<file path="src/hw/oad_params.svh">
// Purpose: opcode values, field positions and counts for the decoder
// Assumes: bytes arrive in program order from the prefetch queue
// Notes: byte patterns with a w, v or z bit are matched on bits 7:1 or 7:2
`ifndef OAD_PARAMS_SVH
`define OAD_PARAMS_SVH
// whole-byte opcodes
`define OAD_OPC_ADJ_SUB_ASCII 8'h3F
`define OAD_OPC_ADJ_SUB_DEC 8'h2F
`define OAD_OPC_ADJ_MULT 8'hD4
`define OAD_OPC_ADJ_DIV 8'hD5
`define OAD_OPC_ADJ_BASE 8'h0A
`define OAD_OPC_EXT_BYTE 8'h98
`define OAD_OPC_EXT_WORD 8'h99
`define OAD_OPC_RTN_NEAR_IMM 8'hC2
`define OAD_OPC_RTN_NEAR 8'hC3
`define OAD_OPC_RTN_FAR 8'hCB
// patterns on bits 7:1
`define OAD_PAT_GRP3 7'h7B
`define OAD_PAT_TEST_RM 7'h42
`define OAD_PAT_TEST_ACC 7'h54
`define OAD_PAT_REPEAT 7'h79
`define OAD_PAT_STR_MOVE 7'h52
`define OAD_PAT_STR_CMP 7'h53
`define OAD_PAT_STR_SCAN 7'h57
`define OAD_PAT_STR_LOAD 7'h56
`define OAD_PAT_STR_STORE 7'h55
// pattern on bits 7:2
`define OAD_PAT_SHIFT 6'h34
// field positions
`define OAD_BIT_W 0
`define OAD_BIT_V 1
`define OAD_BIT_Z 0
`define OAD_MOD_MEM 2'h0
`define OAD_MOD_D8 2'h1
`define OAD_MOD_D16 2'h2
`define OAD_RM_DIRECT 3'h6
// middle field codes
`define OAD_MID_0 3'h0
`define OAD_MID_1 3'h1
`define OAD_MID_2 3'h2
`define OAD_MID_3 3'h3
`define OAD_MID_4 3'h4
`define OAD_MID_5 3'h5
`define OAD_MID_6 3'h6
`define OAD_MID_7 3'h7
// length counter ceiling
`define OAD_LEN_MAX 3'h7
`endif

</file>
<file path="src/hw/oad_pkg.sv">
// Purpose: types shared by the opcode decoder
// Assumes: nothing
// Notes: operation codes are left to the tool
package oad_pkg;
  // decoder sequencing states
  typedef enum logic [2:0] {
    ST_OPCODE, ST_MODRM, ST_DISP, ST_IMM, ST_CLASS, ST_DONE
  } oad_state_t;
  // decoded operation classes
  typedef enum logic [4:0] {
    OP_NONE, OP_ASCII_ADJUST_SUB, OP_DECIMAL_ADJUST_SUB,
    OP_MULTIPLY, OP_SIGNED_MULTIPLY, OP_ASCII_ADJUST_MULT,
    OP_DIVIDE, OP_SIGNED_DIVIDE, OP_ASCII_ADJUST_DIV,
    OP_SIGN_EXTEND_BYTE, OP_SIGN_EXTEND_WORD, OP_INVERT, OP_TEST,
    OP_LEFT_SHIFT, OP_LOGICAL_RIGHT_SHIFT, OP_ARITH_RIGHT_SHIFT,
    OP_ROTATE_LEFT, OP_ROTATE_RIGHT, OP_ROTATE_LEFT_CARRY,
    OP_ROTATE_RIGHT_CARRY, OP_STRING_MOVE, OP_STRING_COMPARE,
    OP_STRING_SCAN, OP_STRING_LOAD, OP_STRING_STORE,
    OP_RETURN_NEAR, OP_RETURN_NEAR_IMM, OP_RETURN_FAR
  } oad_op_t;
endpackage : oad_pkg
</file>
<file path="src/hw/oad_decoder.sv">
// Purpose: byte-serial opcode decoder for arithmetic, logic and string ops
// Assumes: one instruction byte offered per cycle with valid/ready
// Notes: result stands until taken; unknown opcodes report OP_NONE
`timescale 1ns/10ps
`default_nettype none
`include "oad_params.svh"

module oad_decoder (
  // clock and reset
  input wire logic core_clk,
  input wire logic nrst,
  // instruction bytes from the prefetch queue
  input wire logic byte_valid,
  input wire logic [7:0] byte_data,
  output logic byte_ready,
  // decoded instruction to the execution unit
  output logic dec_valid,
  input wire logic dec_ready,
  output oad_pkg::oad_op_t dec_op,
  output logic dec_word,
  output logic dec_count_cl,
  output logic dec_repeat,
  output logic dec_repeat_z,
  output logic [2:0] dec_len,
  output logic [1:0] dec_mod,
  output logic [2:0] dec_rm,
  output logic [15:0] dec_disp,
  output logic [15:0] dec_imm
);

  // state and working registers
  oad_pkg::oad_state_t st_q;
  oad_pkg::oad_state_t st_d;
  oad_pkg::oad_op_t op_q;
  oad_pkg::oad_op_t cls_op;
  logic [7:0] opc_q;
  logic [7:0] opc_d;
  logic [7:0] modrm_q;
  logic [7:0] modrm_d;
  logic [15:0] disp_q;
  logic [15:0] disp_d;
  logic [15:0] imm_q;
  logic [15:0] imm_d;
  logic [1:0] dleft_q;
  logic [1:0] dleft_d;
  logic [1:0] ileft_q;
  logic [1:0] ileft_d;
  logic dfirst_q;
  logic dfirst_d;
  logic ifirst_q;
  logic ifirst_d;
  logic [2:0] len_q;
  logic [2:0] len_d;
  logic rep_q;
  logic rep_d;
  logic repz_q;
  logic repz_d;
  logic word_q;
  logic word_d;
  logic cnt_q;
  logic cnt_d;

  // handshake terms
  wire accept;
  wire restart;
  wire in_op;
  wire in_modrm;
  wire in_disp;
  wire in_imm;
  wire in_class;

  assign byte_ready = (st_q != oad_pkg::ST_CLASS) &&
                      (st_q != oad_pkg::ST_DONE);
  assign dec_valid = (st_q == oad_pkg::ST_DONE);
  assign accept = byte_valid && byte_ready;
  assign restart = dec_valid && dec_ready;
  assign in_op = accept && (st_q == oad_pkg::ST_OPCODE);
  assign in_modrm = accept && (st_q == oad_pkg::ST_MODRM);
  assign in_disp = accept && (st_q == oad_pkg::ST_DISP);
  assign in_imm = accept && (st_q == oad_pkg::ST_IMM);
  assign in_class = (st_q == oad_pkg::ST_CLASS);

  // first-byte recognition on the incoming byte
  wire b_rep;
  wire b_grp3;
  wire b_shift;
  wire b_test_rm;
  wire b_test_acc;
  wire b_ret_imm;
  wire b_adj_two;
  wire b_modrm;
  wire [1:0] b_imm_n;

  assign b_rep = byte_data[7:1] == `OAD_PAT_REPEAT;
  assign b_grp3 = byte_data[7:1] == `OAD_PAT_GRP3;
  assign b_shift = byte_data[7:2] == `OAD_PAT_SHIFT;
  assign b_test_rm = byte_data[7:1] == `OAD_PAT_TEST_RM;
  assign b_test_acc = byte_data[7:1] == `OAD_PAT_TEST_ACC;
  assign b_ret_imm = byte_data == `OAD_OPC_RTN_NEAR_IMM;
  assign b_adj_two = (byte_data == `OAD_OPC_ADJ_MULT) ||
                     (byte_data == `OAD_OPC_ADJ_DIV);
  assign b_modrm = b_grp3 || b_shift || b_test_rm;

  // immediate bytes known from the opcode alone
  assign b_imm_n = b_ret_imm ? 2'h2 :
                   b_adj_two ? 2'h1 :
                   b_test_acc ? (byte_data[`OAD_BIT_W] ? 2'h2 : 2'h1) :
                   2'h0;

  // addressing-byte recognition on the incoming byte
  wire m_direct;
  wire [1:0] m_disp_n;
  wire [1:0] m_imm_n;
  wire o_grp3;

  assign o_grp3 = opc_q[7:1] == `OAD_PAT_GRP3;
  assign m_direct = (byte_data[7:6] == `OAD_MOD_MEM) &&
                    (byte_data[2:0] == `OAD_RM_DIRECT);
  assign m_disp_n = (byte_data[7:6] == `OAD_MOD_D8) ? 2'h1 :
                    (byte_data[7:6] == `OAD_MOD_D16) ? 2'h2 :
                    m_direct ? 2'h2 : 2'h0;
  // only the test form of group three carries immediate data
  assign m_imm_n = (o_grp3 && byte_data[5:3] == `OAD_MID_0) ?
                   (opc_q[`OAD_BIT_W] ? 2'h2 : 2'h1) : 2'h0;

  // sequencing through prefix, opcode, addressing, displacement, data
  always_comb begin
    st_d = st_q;
    case (st_q)
      oad_pkg::ST_OPCODE: begin
        if (accept && !b_rep) begin
          if (b_modrm) begin
            st_d = oad_pkg::ST_MODRM;
          end else if (b_imm_n != 2'h0) begin
            st_d = oad_pkg::ST_IMM;
          end else begin
            st_d = oad_pkg::ST_CLASS;
          end
        end
      end
      oad_pkg::ST_MODRM: begin
        if (accept) begin
          if (m_disp_n != 2'h0) begin
            st_d = oad_pkg::ST_DISP;
          end else if (m_imm_n != 2'h0) begin
            st_d = oad_pkg::ST_IMM;
          end else begin
            st_d = oad_pkg::ST_CLASS;
          end
        end
      end
      oad_pkg::ST_DISP: begin
        if (accept && dleft_q == 2'h1) begin
          if (ileft_q != 2'h0) begin
            st_d = oad_pkg::ST_IMM;
          end else begin
            st_d = oad_pkg::ST_CLASS;
          end
        end
      end
      oad_pkg::ST_IMM: begin
        if (accept && ileft_q == 2'h1) begin
          st_d = oad_pkg::ST_CLASS;
        end
      end
      oad_pkg::ST_CLASS: begin
        st_d = oad_pkg::ST_DONE;
      end
      oad_pkg::ST_DONE: begin
        if (dec_ready) begin
          st_d = oad_pkg::ST_OPCODE;
        end
      end
      default: begin
        st_d = oad_pkg::ST_OPCODE;
      end
    endcase
  end

  // next values of the captured bytes and counters
  assign opc_d = restart ? 8'h00 : in_op && !b_rep ? byte_data : opc_q;
  assign modrm_d = restart ? 8'h00 : in_modrm ? byte_data : modrm_q;
  assign dleft_d = in_modrm ? m_disp_n :
                   in_disp ? dleft_q - 2'h1 : dleft_q;
  assign ileft_d = in_op && !b_rep ? b_imm_n :
                   in_modrm ? m_imm_n :
                   in_imm ? ileft_q - 2'h1 : ileft_q;
  assign dfirst_d = in_modrm ? 1'b1 : in_disp ? 1'b0 : dfirst_q;
  assign ifirst_d = (in_op || in_modrm) ? 1'b1 :
                    in_imm ? 1'b0 : ifirst_q;

  // one displacement byte is sign extended; two arrive low then high
  assign disp_d = restart ? 16'h0000 :
                  in_disp && dfirst_q ? {{8{byte_data[7]}}, byte_data} :
                  in_disp ? {byte_data, disp_q[7:0]} : disp_q;
  // immediate arrives low byte first, high byte second
  assign imm_d = restart ? 16'h0000 :
                 in_imm && ifirst_q ? {8'h00, byte_data} :
                 in_imm ? {byte_data, imm_q[7:0]} : imm_q;

  // every accepted byte, prefix included, counts toward the length, which stops at OAD_LEN_MAX
  assign len_d = restart ? 3'h0 :
                 accept && len_q != `OAD_LEN_MAX ? len_q + 3'h1 :
                 len_q;

  // repeat prefix held with its condition bit until the result is taken
  assign rep_d = restart ? 1'b0 : in_op && b_rep ? 1'b1 : rep_q;
  assign repz_d = restart ? 1'b0 :
                  in_op && b_rep ? byte_data[`OAD_BIT_Z] :
                  repz_q;

  // classification of the collected opcode and addressing byte
  wire [2:0] mid;
  wire o_shift;
  wire o_test_rm;
  wire o_test_acc;
  wire o_base_ok;
  wire o_has_w;
  oad_pkg::oad_op_t grp3_op;
  oad_pkg::oad_op_t shift_op;
  oad_pkg::oad_op_t str_op;

  assign mid = modrm_q[5:3];
  assign o_shift = opc_q[7:2] == `OAD_PAT_SHIFT;
  assign o_test_rm = opc_q[7:1] == `OAD_PAT_TEST_RM;
  assign o_test_acc = opc_q[7:1] == `OAD_PAT_TEST_ACC;
  assign o_base_ok = imm_q[7:0] == `OAD_OPC_ADJ_BASE;

  // group three middle field: test, invert, multiply, divide
  assign grp3_op =
    (mid == `OAD_MID_0) ? oad_pkg::OP_TEST :
    (mid == `OAD_MID_2) ? oad_pkg::OP_INVERT :
    (mid == `OAD_MID_4) ? oad_pkg::OP_MULTIPLY :
    (mid == `OAD_MID_5) ? oad_pkg::OP_SIGNED_MULTIPLY :
    (mid == `OAD_MID_6) ? oad_pkg::OP_DIVIDE :
    (mid == `OAD_MID_7) ? oad_pkg::OP_SIGNED_DIVIDE :
    oad_pkg::OP_NONE;

  // shift group middle field; code 110 is left undefined
  assign shift_op =
    (mid == `OAD_MID_0) ? oad_pkg::OP_ROTATE_LEFT :
    (mid == `OAD_MID_1) ? oad_pkg::OP_ROTATE_RIGHT :
    (mid == `OAD_MID_2) ? oad_pkg::OP_ROTATE_LEFT_CARRY :
    (mid == `OAD_MID_3) ? oad_pkg::OP_ROTATE_RIGHT_CARRY :
    (mid == `OAD_MID_4) ? oad_pkg::OP_LEFT_SHIFT :
    (mid == `OAD_MID_5) ? oad_pkg::OP_LOGICAL_RIGHT_SHIFT :
    (mid == `OAD_MID_7) ? oad_pkg::OP_ARITH_RIGHT_SHIFT :
    oad_pkg::OP_NONE;

  // string primitives
  assign str_op =
    (opc_q[7:1] == `OAD_PAT_STR_MOVE) ? oad_pkg::OP_STRING_MOVE :
    (opc_q[7:1] == `OAD_PAT_STR_CMP) ? oad_pkg::OP_STRING_COMPARE :
    (opc_q[7:1] == `OAD_PAT_STR_SCAN) ? oad_pkg::OP_STRING_SCAN :
    (opc_q[7:1] == `OAD_PAT_STR_LOAD) ? oad_pkg::OP_STRING_LOAD :
    (opc_q[7:1] == `OAD_PAT_STR_STORE) ? oad_pkg::OP_STRING_STORE :
    oad_pkg::OP_NONE;

  // whole-opcode selection
  assign cls_op =
    (opc_q == `OAD_OPC_ADJ_SUB_ASCII) ?
      oad_pkg::OP_ASCII_ADJUST_SUB :
    (opc_q == `OAD_OPC_ADJ_SUB_DEC) ?
      oad_pkg::OP_DECIMAL_ADJUST_SUB :
    (opc_q == `OAD_OPC_ADJ_MULT && o_base_ok) ?
      oad_pkg::OP_ASCII_ADJUST_MULT :
    (opc_q == `OAD_OPC_ADJ_DIV && o_base_ok) ?
      oad_pkg::OP_ASCII_ADJUST_DIV :
    (opc_q == `OAD_OPC_EXT_BYTE) ?
      oad_pkg::OP_SIGN_EXTEND_BYTE :
    (opc_q == `OAD_OPC_EXT_WORD) ?
      oad_pkg::OP_SIGN_EXTEND_WORD :
    (opc_q == `OAD_OPC_RTN_NEAR_IMM) ?
      oad_pkg::OP_RETURN_NEAR_IMM :
    (opc_q == `OAD_OPC_RTN_NEAR) ?
      oad_pkg::OP_RETURN_NEAR :
    (opc_q == `OAD_OPC_RTN_FAR) ?
      oad_pkg::OP_RETURN_FAR :
    (o_test_rm || o_test_acc) ? oad_pkg::OP_TEST :
    o_grp3 ? grp3_op :
    o_shift ? shift_op :
    str_op;

  // width bit applies only to forms that carry one
  assign o_has_w = o_grp3 || o_shift || o_test_rm || o_test_acc ||
                   (str_op != oad_pkg::OP_NONE);
  assign word_d = restart ? 1'b0 :
                  in_class ? o_has_w && opc_q[`OAD_BIT_W] :
                  word_q;
  // count source: one when v is clear, count register low byte when set
  assign cnt_d = restart ? 1'b0 :
                 in_class ? o_shift && opc_q[`OAD_BIT_V] :
                 cnt_q;

  // state register
  always_ff @(posedge core_clk or negedge nrst) begin
    if (!nrst) begin
      st_q <= oad_pkg::ST_OPCODE;
    end else begin
      st_q <= st_d;
    end
  end

  // captured bytes
  always_ff @(posedge core_clk or negedge nrst) begin
    if (!nrst) begin
      opc_q <= 8'h00;
      modrm_q <= 8'h00;
      disp_q <= 16'h0000;
      imm_q <= 16'h0000;
    end else begin
      opc_q <= opc_d;
      modrm_q <= modrm_d;
      disp_q <= disp_d;
      imm_q <= imm_d;
    end
  end

  // byte counters and ordering flags
  always_ff @(posedge core_clk or negedge nrst) begin
    if (!nrst) begin
      dleft_q <= 2'h0;
      ileft_q <= 2'h0;
      dfirst_q <= 1'b0;
      ifirst_q <= 1'b0;
      len_q <= 3'h0;
    end else begin
      dleft_q <= dleft_d;
      ileft_q <= ileft_d;
      dfirst_q <= dfirst_d;
      ifirst_q <= ifirst_d;
      len_q <= len_d;
    end
  end

  // result attributes
  always_ff @(posedge core_clk or negedge nrst) begin
    if (!nrst) begin
      rep_q <= 1'b0;
      repz_q <= 1'b0;
      word_q <= 1'b0;
      cnt_q <= 1'b0;
      op_q <= oad_pkg::OP_NONE;
    end else begin
      rep_q <= rep_d;
      repz_q <= repz_d;
      word_q <= word_d;
      cnt_q <= cnt_d;
      op_q <= in_class ? cls_op : restart ? oad_pkg::OP_NONE : op_q;
    end
  end

  // outputs straight from flip-flops
  assign dec_op = op_q;
  assign dec_word = word_q;
  assign dec_count_cl = cnt_q;
  assign dec_repeat = rep_q;
  assign dec_repeat_z = repz_q;
  assign dec_len = len_q;
  assign dec_mod = modrm_q[7:6];
  assign dec_rm = modrm_q[2:0];
  assign dec_disp = disp_q;
  assign dec_imm = imm_q;

endmodule : oad_decoder
`default_nettype wire

</file>
<file path="config.mk">
export PLATFORM = sky130hd
export DESIGN_NAME = oad_decoder
export DESIGN_NICKNAME = d
export VERILOG_FILES = /design/src/hw/oad_pkg.sv /design/src/hw/oad_decoder.sv
export VERILOG_INCLUDE_DIRS = /design/src /design/src/hw
export SDC_FILE = /design/constraint.sdc
export NUM_CORES = 1
export LEC_CHECK = 0
export CAP_MARGIN = 0
export CORE_MARGIN = 5
export CORE_UTILIZATION = 69
export CTS_BUF_LIST = sky130_fd_sc_hd__clkbuf_16
export DETAILED_ROUTE_END_ITERATION = 8
export DONT_BUFFER_PORTS = 1
export PLACE_DENSITY = 0.95
export SLEW_MARGIN = 15
export SYNTH_ARGS = -nofsm -noshare
export SYNTH_HDL_FRONTEND = slang
export SYNTH_SLANG_ARGS = --single-unit
export TNS_END_PERCENT = 10
</file>
<file path="constraint.sdc">
create_clock -name core_clk -period 5.3 [get_ports core_clk]
set_clock_uncertainty 0.15 [all_clocks]
set_input_delay 0.265 -clock core_clk [delete_from_list [all_inputs] [get_ports core_clk]]
set_output_delay 0.265 -clock core_clk [all_outputs]
set_load 0.05 [all_outputs]
</file>
---- After elaboration in Yosys (flattened, before gate mapping) ----
Cells that the tools add are included.
operators by class
  reductions and logical operators ........ 53
  eq/ne operators ......................... 52
  add/subtract/negate cells ............... 3
  muxes and demuxes ....................... 81
operator list
  cell                                                   count
  two-way mux 5 bit                                      23
  two-way mux 16 bit                                     6
  == test 7 bit, second input constant                   12
  == test 8 bit, second input constant                   10
  two-way mux 3 bit                                      16
  two-way mux 8 bit                                      4
  two-way mux 2 bit                                      14
  nonzero test 2 bit                                     13
  == test 3 bit, second input constant                   7
  logical AND 1 bit                                      21
  two-way mux 4 bit                                      5
  case mux 3 bit (6 select lines)                        1
  == test 8 x 6 -> 1 bit, second input constant          2
  == test 3 x 2 -> 1 bit, second input constant          4
  == test 6 bit, second input constant                   2
  two-way mux 1 bit                                      12
  logical NOT 3 bit                                      3
  logical OR 1 bit                                       9
  inequality test 3 bit, second input constant           3
  nonzero test 3 bit                                     3
  == test 8 x 4 -> 1 bit, second input constant          1
  inequality test 2 x 1 -> 1 bit, second input constant  4
  == test 2 x 1 -> 1 bit, second input constant          3
  == test 3 x 1 -> 1 bit, second input constant          2
  8 further kinds                                        9
storage, ports and cells
  word-level logic and storage cells ...... 206
  bits in registers ....................... 69
  output and inout bits ................... 51
  input port bits ......................... 12

---- Logic depth before layout (Yosys ltp) ----
  word-level depth ........................ 21
  gate-level depth with buffers ........... 7
  depth with buffers taken out ............ 7

---- Worst setup path before layout ----
No wires, ideal clock.
  path type ............................... reg2reg
  start ................................... register st_q[2]
  end ..................................... register st_q[0]
  cell stages (with the launch flop) ...... 7
  period minus slack after synthesis ...... 1.744 ns
  required time ........................... 5.016 ns
  arrival time ............................ 1.460 ns
  path buffers ............................ 0
  library setup time ...................... 0.134 ns
  setup slack ............................. 3.556 ns
  cell sequence ........................... dfrtp_1 nor2b_1 inv_1 o21ai_0 nor2b_1 o21ai_0 o211ai_1
on the way
  longest elaborated chain between the ends .. 6
  elaborated cells on any way between the ends .. 20
  classes of those cells .................. 12 x eq/ne; 1 x mux; 7 x reduce/logical
RTL lines
  element                                          RTL line                                                    source
  from (decl)                                      oad_decoder.sv:32                                           oad_pkg::oad_state_t st_q;
  from (signal assigned)                           oad_decoder.sv:298                                          st_q <= oad_pkg::ST_OPCODE;
  from (signal assigned)                           oad_decoder.sv:300                                          st_q <= st_d;
  inequality test 3 bit, on equally long branches  oad_decoder.sv:72, oad_decoder.sv:73
  logical AND 1 bit *                              oad_decoder.sv:72                                           assign byte_ready = (st_q != oad_pkg::ST_CLASS) &&
  via byte_ready                                   oad_decoder.sv:15                                           output logic byte_ready,
  logical AND 1 bit *                              oad_decoder.sv:75                                           assign accept = byte_valid && byte_ready;
  logical AND 1 bit, on equally long branches      oad_decoder.sv:162, oad_decoder.sv:131, oad_decoder.sv:153
  inequality test 2 x 1 -> 1 bit (no line)         n/a
  AND reduction 5 bit (no line) *                  n/a
The timed path passes the listed nets; every way through them passes the cells marked *.
A chain may end at the register's enable or synchronous reset.

---- Final worst setup path ----
  start ................................... register st_q[2]
  end ..................................... register disp_q[6] (netlist: dec_disp[6])
on the way
  longest elaborated chain between the ends .. 7
  elaborated cells on any way between the ends .. 12
  classes of those cells .................. 4 x eq/ne; 2 x mux; 6 x reduce/logical
RTL lines
  element                                          RTL line                              source
  inequality test 3 bit, on equally long branches  oad_decoder.sv:72, oad_decoder.sv:73
  logical AND 1 bit                                oad_decoder.sv:72
  logical AND 1 bit                                oad_decoder.sv:75
  logical AND 1 bit                                oad_decoder.sv:79                     assign in_disp = accept && (st_q == oad_pkg::ST_DISP);
  logical AND 1 bit                                oad_decoder.sv:194                    in_disp && dfirst_q ? {{8{byte_data[7]}}, byte_data} :
  two-way mux 16 bit                               oad_decoder.sv:194
  two-way mux 16 bit                               oad_decoder.sv:193                    assign disp_d = restart ? 16'h0000 :
  to (signal assigned)                             oad_decoder.sv:314                    disp_q <= disp_d;
  to (decl)                                        oad_decoder.sv:40                     logic [15:0] disp_q;
Several ways; a longest one is shown, not always the timed one.

==> flow_summary.toml <==
[worst_setup_path]
critPathLaunch = "st_q[2]"
critPathKind = "register to register"
r2r_start = "st_q[2]"
slowest_delay_ns = 0.89
critPathMaxFanout = 27
cp-end-kind = "register"
timing.critical_path.mode_cell = "nand2_1"
crit_slowest_cell = "and3b_1"
cp_top_family = "simple AND/OR/NAND/NOR gates"
crit_required_ns = 5.35
cp_data_arrival_time_ns = 2.85
crit_chain = "nor2b_1 > and3b_1 > nand2_1 > nand2_1 > a21oi_1"
crit_path_start_kind = "register"
critPathBufInv = 0

[floorplanning]
num_rows = 27
die_area_mm2 = 0.007303
ios = 63
die_w_um = 85.46
fp.dieH_um = 85.46
core_mm2 = 0.005507
initial_core_util_pct = 71.35

[timing]
fin_crit_ns = 2.803
finalWorstSetupSlack_ns = 2.497
fmax_ghz = 0.3568
hold_violations = 0
tightest_slew_ns = 0.9474
maxSlewViolCount = 0
slew_headroom_pct = 36.84
finalSetupViolCount = 0
finalSetupTns_ns = 0
rsz0062_at_grt = "no"
finalCritPeriodShare_pct = 52.88

[final_layout]
area_growth_pct = 7.102
multi_input_area_mm2 = 0.001916
nNetsFinal = 444
drive_gt1_share_pct = 7.870
diodes = 0
fillCellCount = 345
area.sequential_mm2 = 0.001727

[run_status]
status = "finished clean"

[min_path]
hold_class = "primary input to register"
hp-start = "byte_data[3]"

[logic_synthesis]
yosys.area_share.simple_pct = 26.37
synth-edff-count = 0
muxShareOfSynthArea_pct = 3.376
ys_ff_latch = 69
yosysTopAreaCell = "dfrtp_1"
synth_nets = 461
synth_cell_types = 67
synth_top_family_by_area = "simple AND/OR/NAND/NOR gates"
synth_common_cells = "dfrtp_1, nand2_1, a21oi_1"
netlist_area_mm2 = 0.003929
syn_inst = 444
synth.area.top_cells = "dfrtp_1, a21oi_1, nand2_1, nand3_1, nor2_1"
yosysSeqAreaShare_pct = 43.95
synth.most_common_cell = "dfrtp_1"
synth_compound_area_share_pct = 16.75
synth.top_cell.area_share_pct = 43.95
synth_warnings = 0
synth_adder_area_share_pct = 1.592
async_flop_share_pct = 100.0
synth_xor_area_share_pct = 0.6688
syn_area_per_cell_um2 = 8.849
synth_ff_type = "dfrtp_1"

[global_routing]
grt_pass1_wl_um = 17560
grt_max_degree = 70
track_usage_pct = 30.76
grt_overflow = 0
grt_pass1_vias = 3444
grt_antenna_before_repair = 0

[clock_network]
ctsResizeCount = 0
clock_latency_ns = 0.34
tritoncts = "built"
cts_buffer_depth = 2
cts.root.buffer_cell = "clkbuf_16"
cts_max_level = 3
clkTransAtPathRegs_ns = 0.06
clock-sinks = 69
cts_buffers = 9

[job]
maxCapViolCount = 0

[pwr]
p_clk_share_pct = 20.8
powerDensity_mw_per_mm2 = 681.3
swShare_pct = 51.52
ir_drop_mv = 0.4053
pwr-share-comb_pct = 26.0
power_mw = 2.867
p_switching_mw = 1.477
p_leak_nw = 1.813
intPower_mw = 1.390
power_frac_seq_pct = 53.2

[place]
io_buffers = 0
pre_cts_slack_ns = 2.589
gp_congestion = 0.9653
hpwl_um = 6515

[route]
drt_first_iter_violations = 382
wl_um = 10770
routedWlPerCell_um = 21.37
drtPass1Iterations = 5
drtAntennaViolNets = 0
viasPerCell = 6.857
vias = 3456
drc = 0
-- placed cells by master, fill, tap and decap left out, types with 3 or more instances in the layout --
master | netlist | layout
dfrtp_1 | 69 | 69
o22ai_1 | 5 | 5
nand3_1 | 29 | 29
nand3b_1 | 10 | 10
inv_1 | 12 | 13
ha_1 | 5 | 5
dlygate4sd3_1 | 0 | 10
mux2i_1 | 11 | 11
and2_1 | 3 | 3
a211oi_1 | 9 | 9
nand2_1 | 62 | 62
clkbuf_16 | 0 | 9
o21ai_0 | 16 | 16
nor2b_1 | 6 | 6
a21boi_0 | 3 | 3
nor3_1 | 9 | 9
nand2b_1 | 8 | 8
nand4_1 | 4 | 4
nor4b_1 | 3 | 3
or3_1 | 4 | 4
a21oi_1 | 50 | 50
nor2_1 | 36 | 36
-- layout make-up --
class                   count  area share [%]
inverters                  13           1.160
clock inverters             7           1.576
multi-input cells         322           45.52
flip-flops and latches     69           41.03
well taps                  72           2.141
repair buffers             12           3.211
clock buffers               9           5.352
-- cells by family (layout without fill, tap and decap cells) --
family,Yosys count,count (layout)
mux,13,13
simple gates,196,196
buf+inv,53,41
xor+xnor,3,3
fa+ha+maj,5,5
flops,69,69
compound gates,105,105
-- flip-flops by register name, indices dropped and copies added, names as in the netlist, 2 cells and up --
signal	count
dec_imm	16
st_q	3
ileft_q	2
dec_len	3
modrm_q	8
dec_disp	16
dec_op	5
opc_q	8
dleft_q	2
-- worst register-to-register path, stage by stage (launching register included) --
cell	delay, ns
dfrtp_1	0.45
nor2b_1	0.55
and3b_1	0.89
nand2_1	0.39
nand2_1	0.16
a21oi_1	0.08
-- power by group through the flow --
stage,logic (mW),registers (mW),clock network (mW)
after floorplan,0.765,1.32,0
after global placement,0.649,1.51,0
after detailed placement,0.698,1.52,0
after CTS,0.737,1.51,0.596
after global routing,0.830,1.55,0.620
final,0.745,1.53,0.596
-- path summary, 6_finish.rpt --
path,to,slack (ns),cells past startpoint
max in group asynchronous,dec_imm[3],4.38,2
worst max-delay path,dec_disp[6],2.50,5
worst min register to register,dleft_q[0],0.45,2
worst min-delay path,dec_disp[11],0.01,2
worst max register to register,dec_disp[6],2.50,5
min in group asynchronous,dec_count_cl,0.32,2
-- routing by layer --
metal	routed length, µm	vias up	global-route usage [%]
li1	-	1522	-
met1	3882	1650	36.49
met2	5119	226	47.25
met3	1227	58	12.04
met4	541	0	18.13
met5	0	-	0
-- per-stage QoR --
step / util (%) / instance area (µm²) / hold slack [ns] / std cells
2_1_floorplan: - / 3929 / -0.1806 / 444
3_3_place_gp: 68.80 / 3789 / -0.1788 / 477
3_5_place_dp: 68.80 / 3789 / -0.1780 / 477
4_1_cts: 76.41 / 4208 / 0.005810 / 504
5_1_grt: 76.41 / 4208 / 0.03081 / 504
6_report: 76.41 / 4208 / 0.01332 / 504
-- what timing repair did --
item | 4_1_cts | 5_1_grt
setup buffers | 0 | 0
hold buffers | 11 | 0
endpoints found under the hold margin | 111 | 0
No activity file was read; power rests on OpenSTA's default activity.
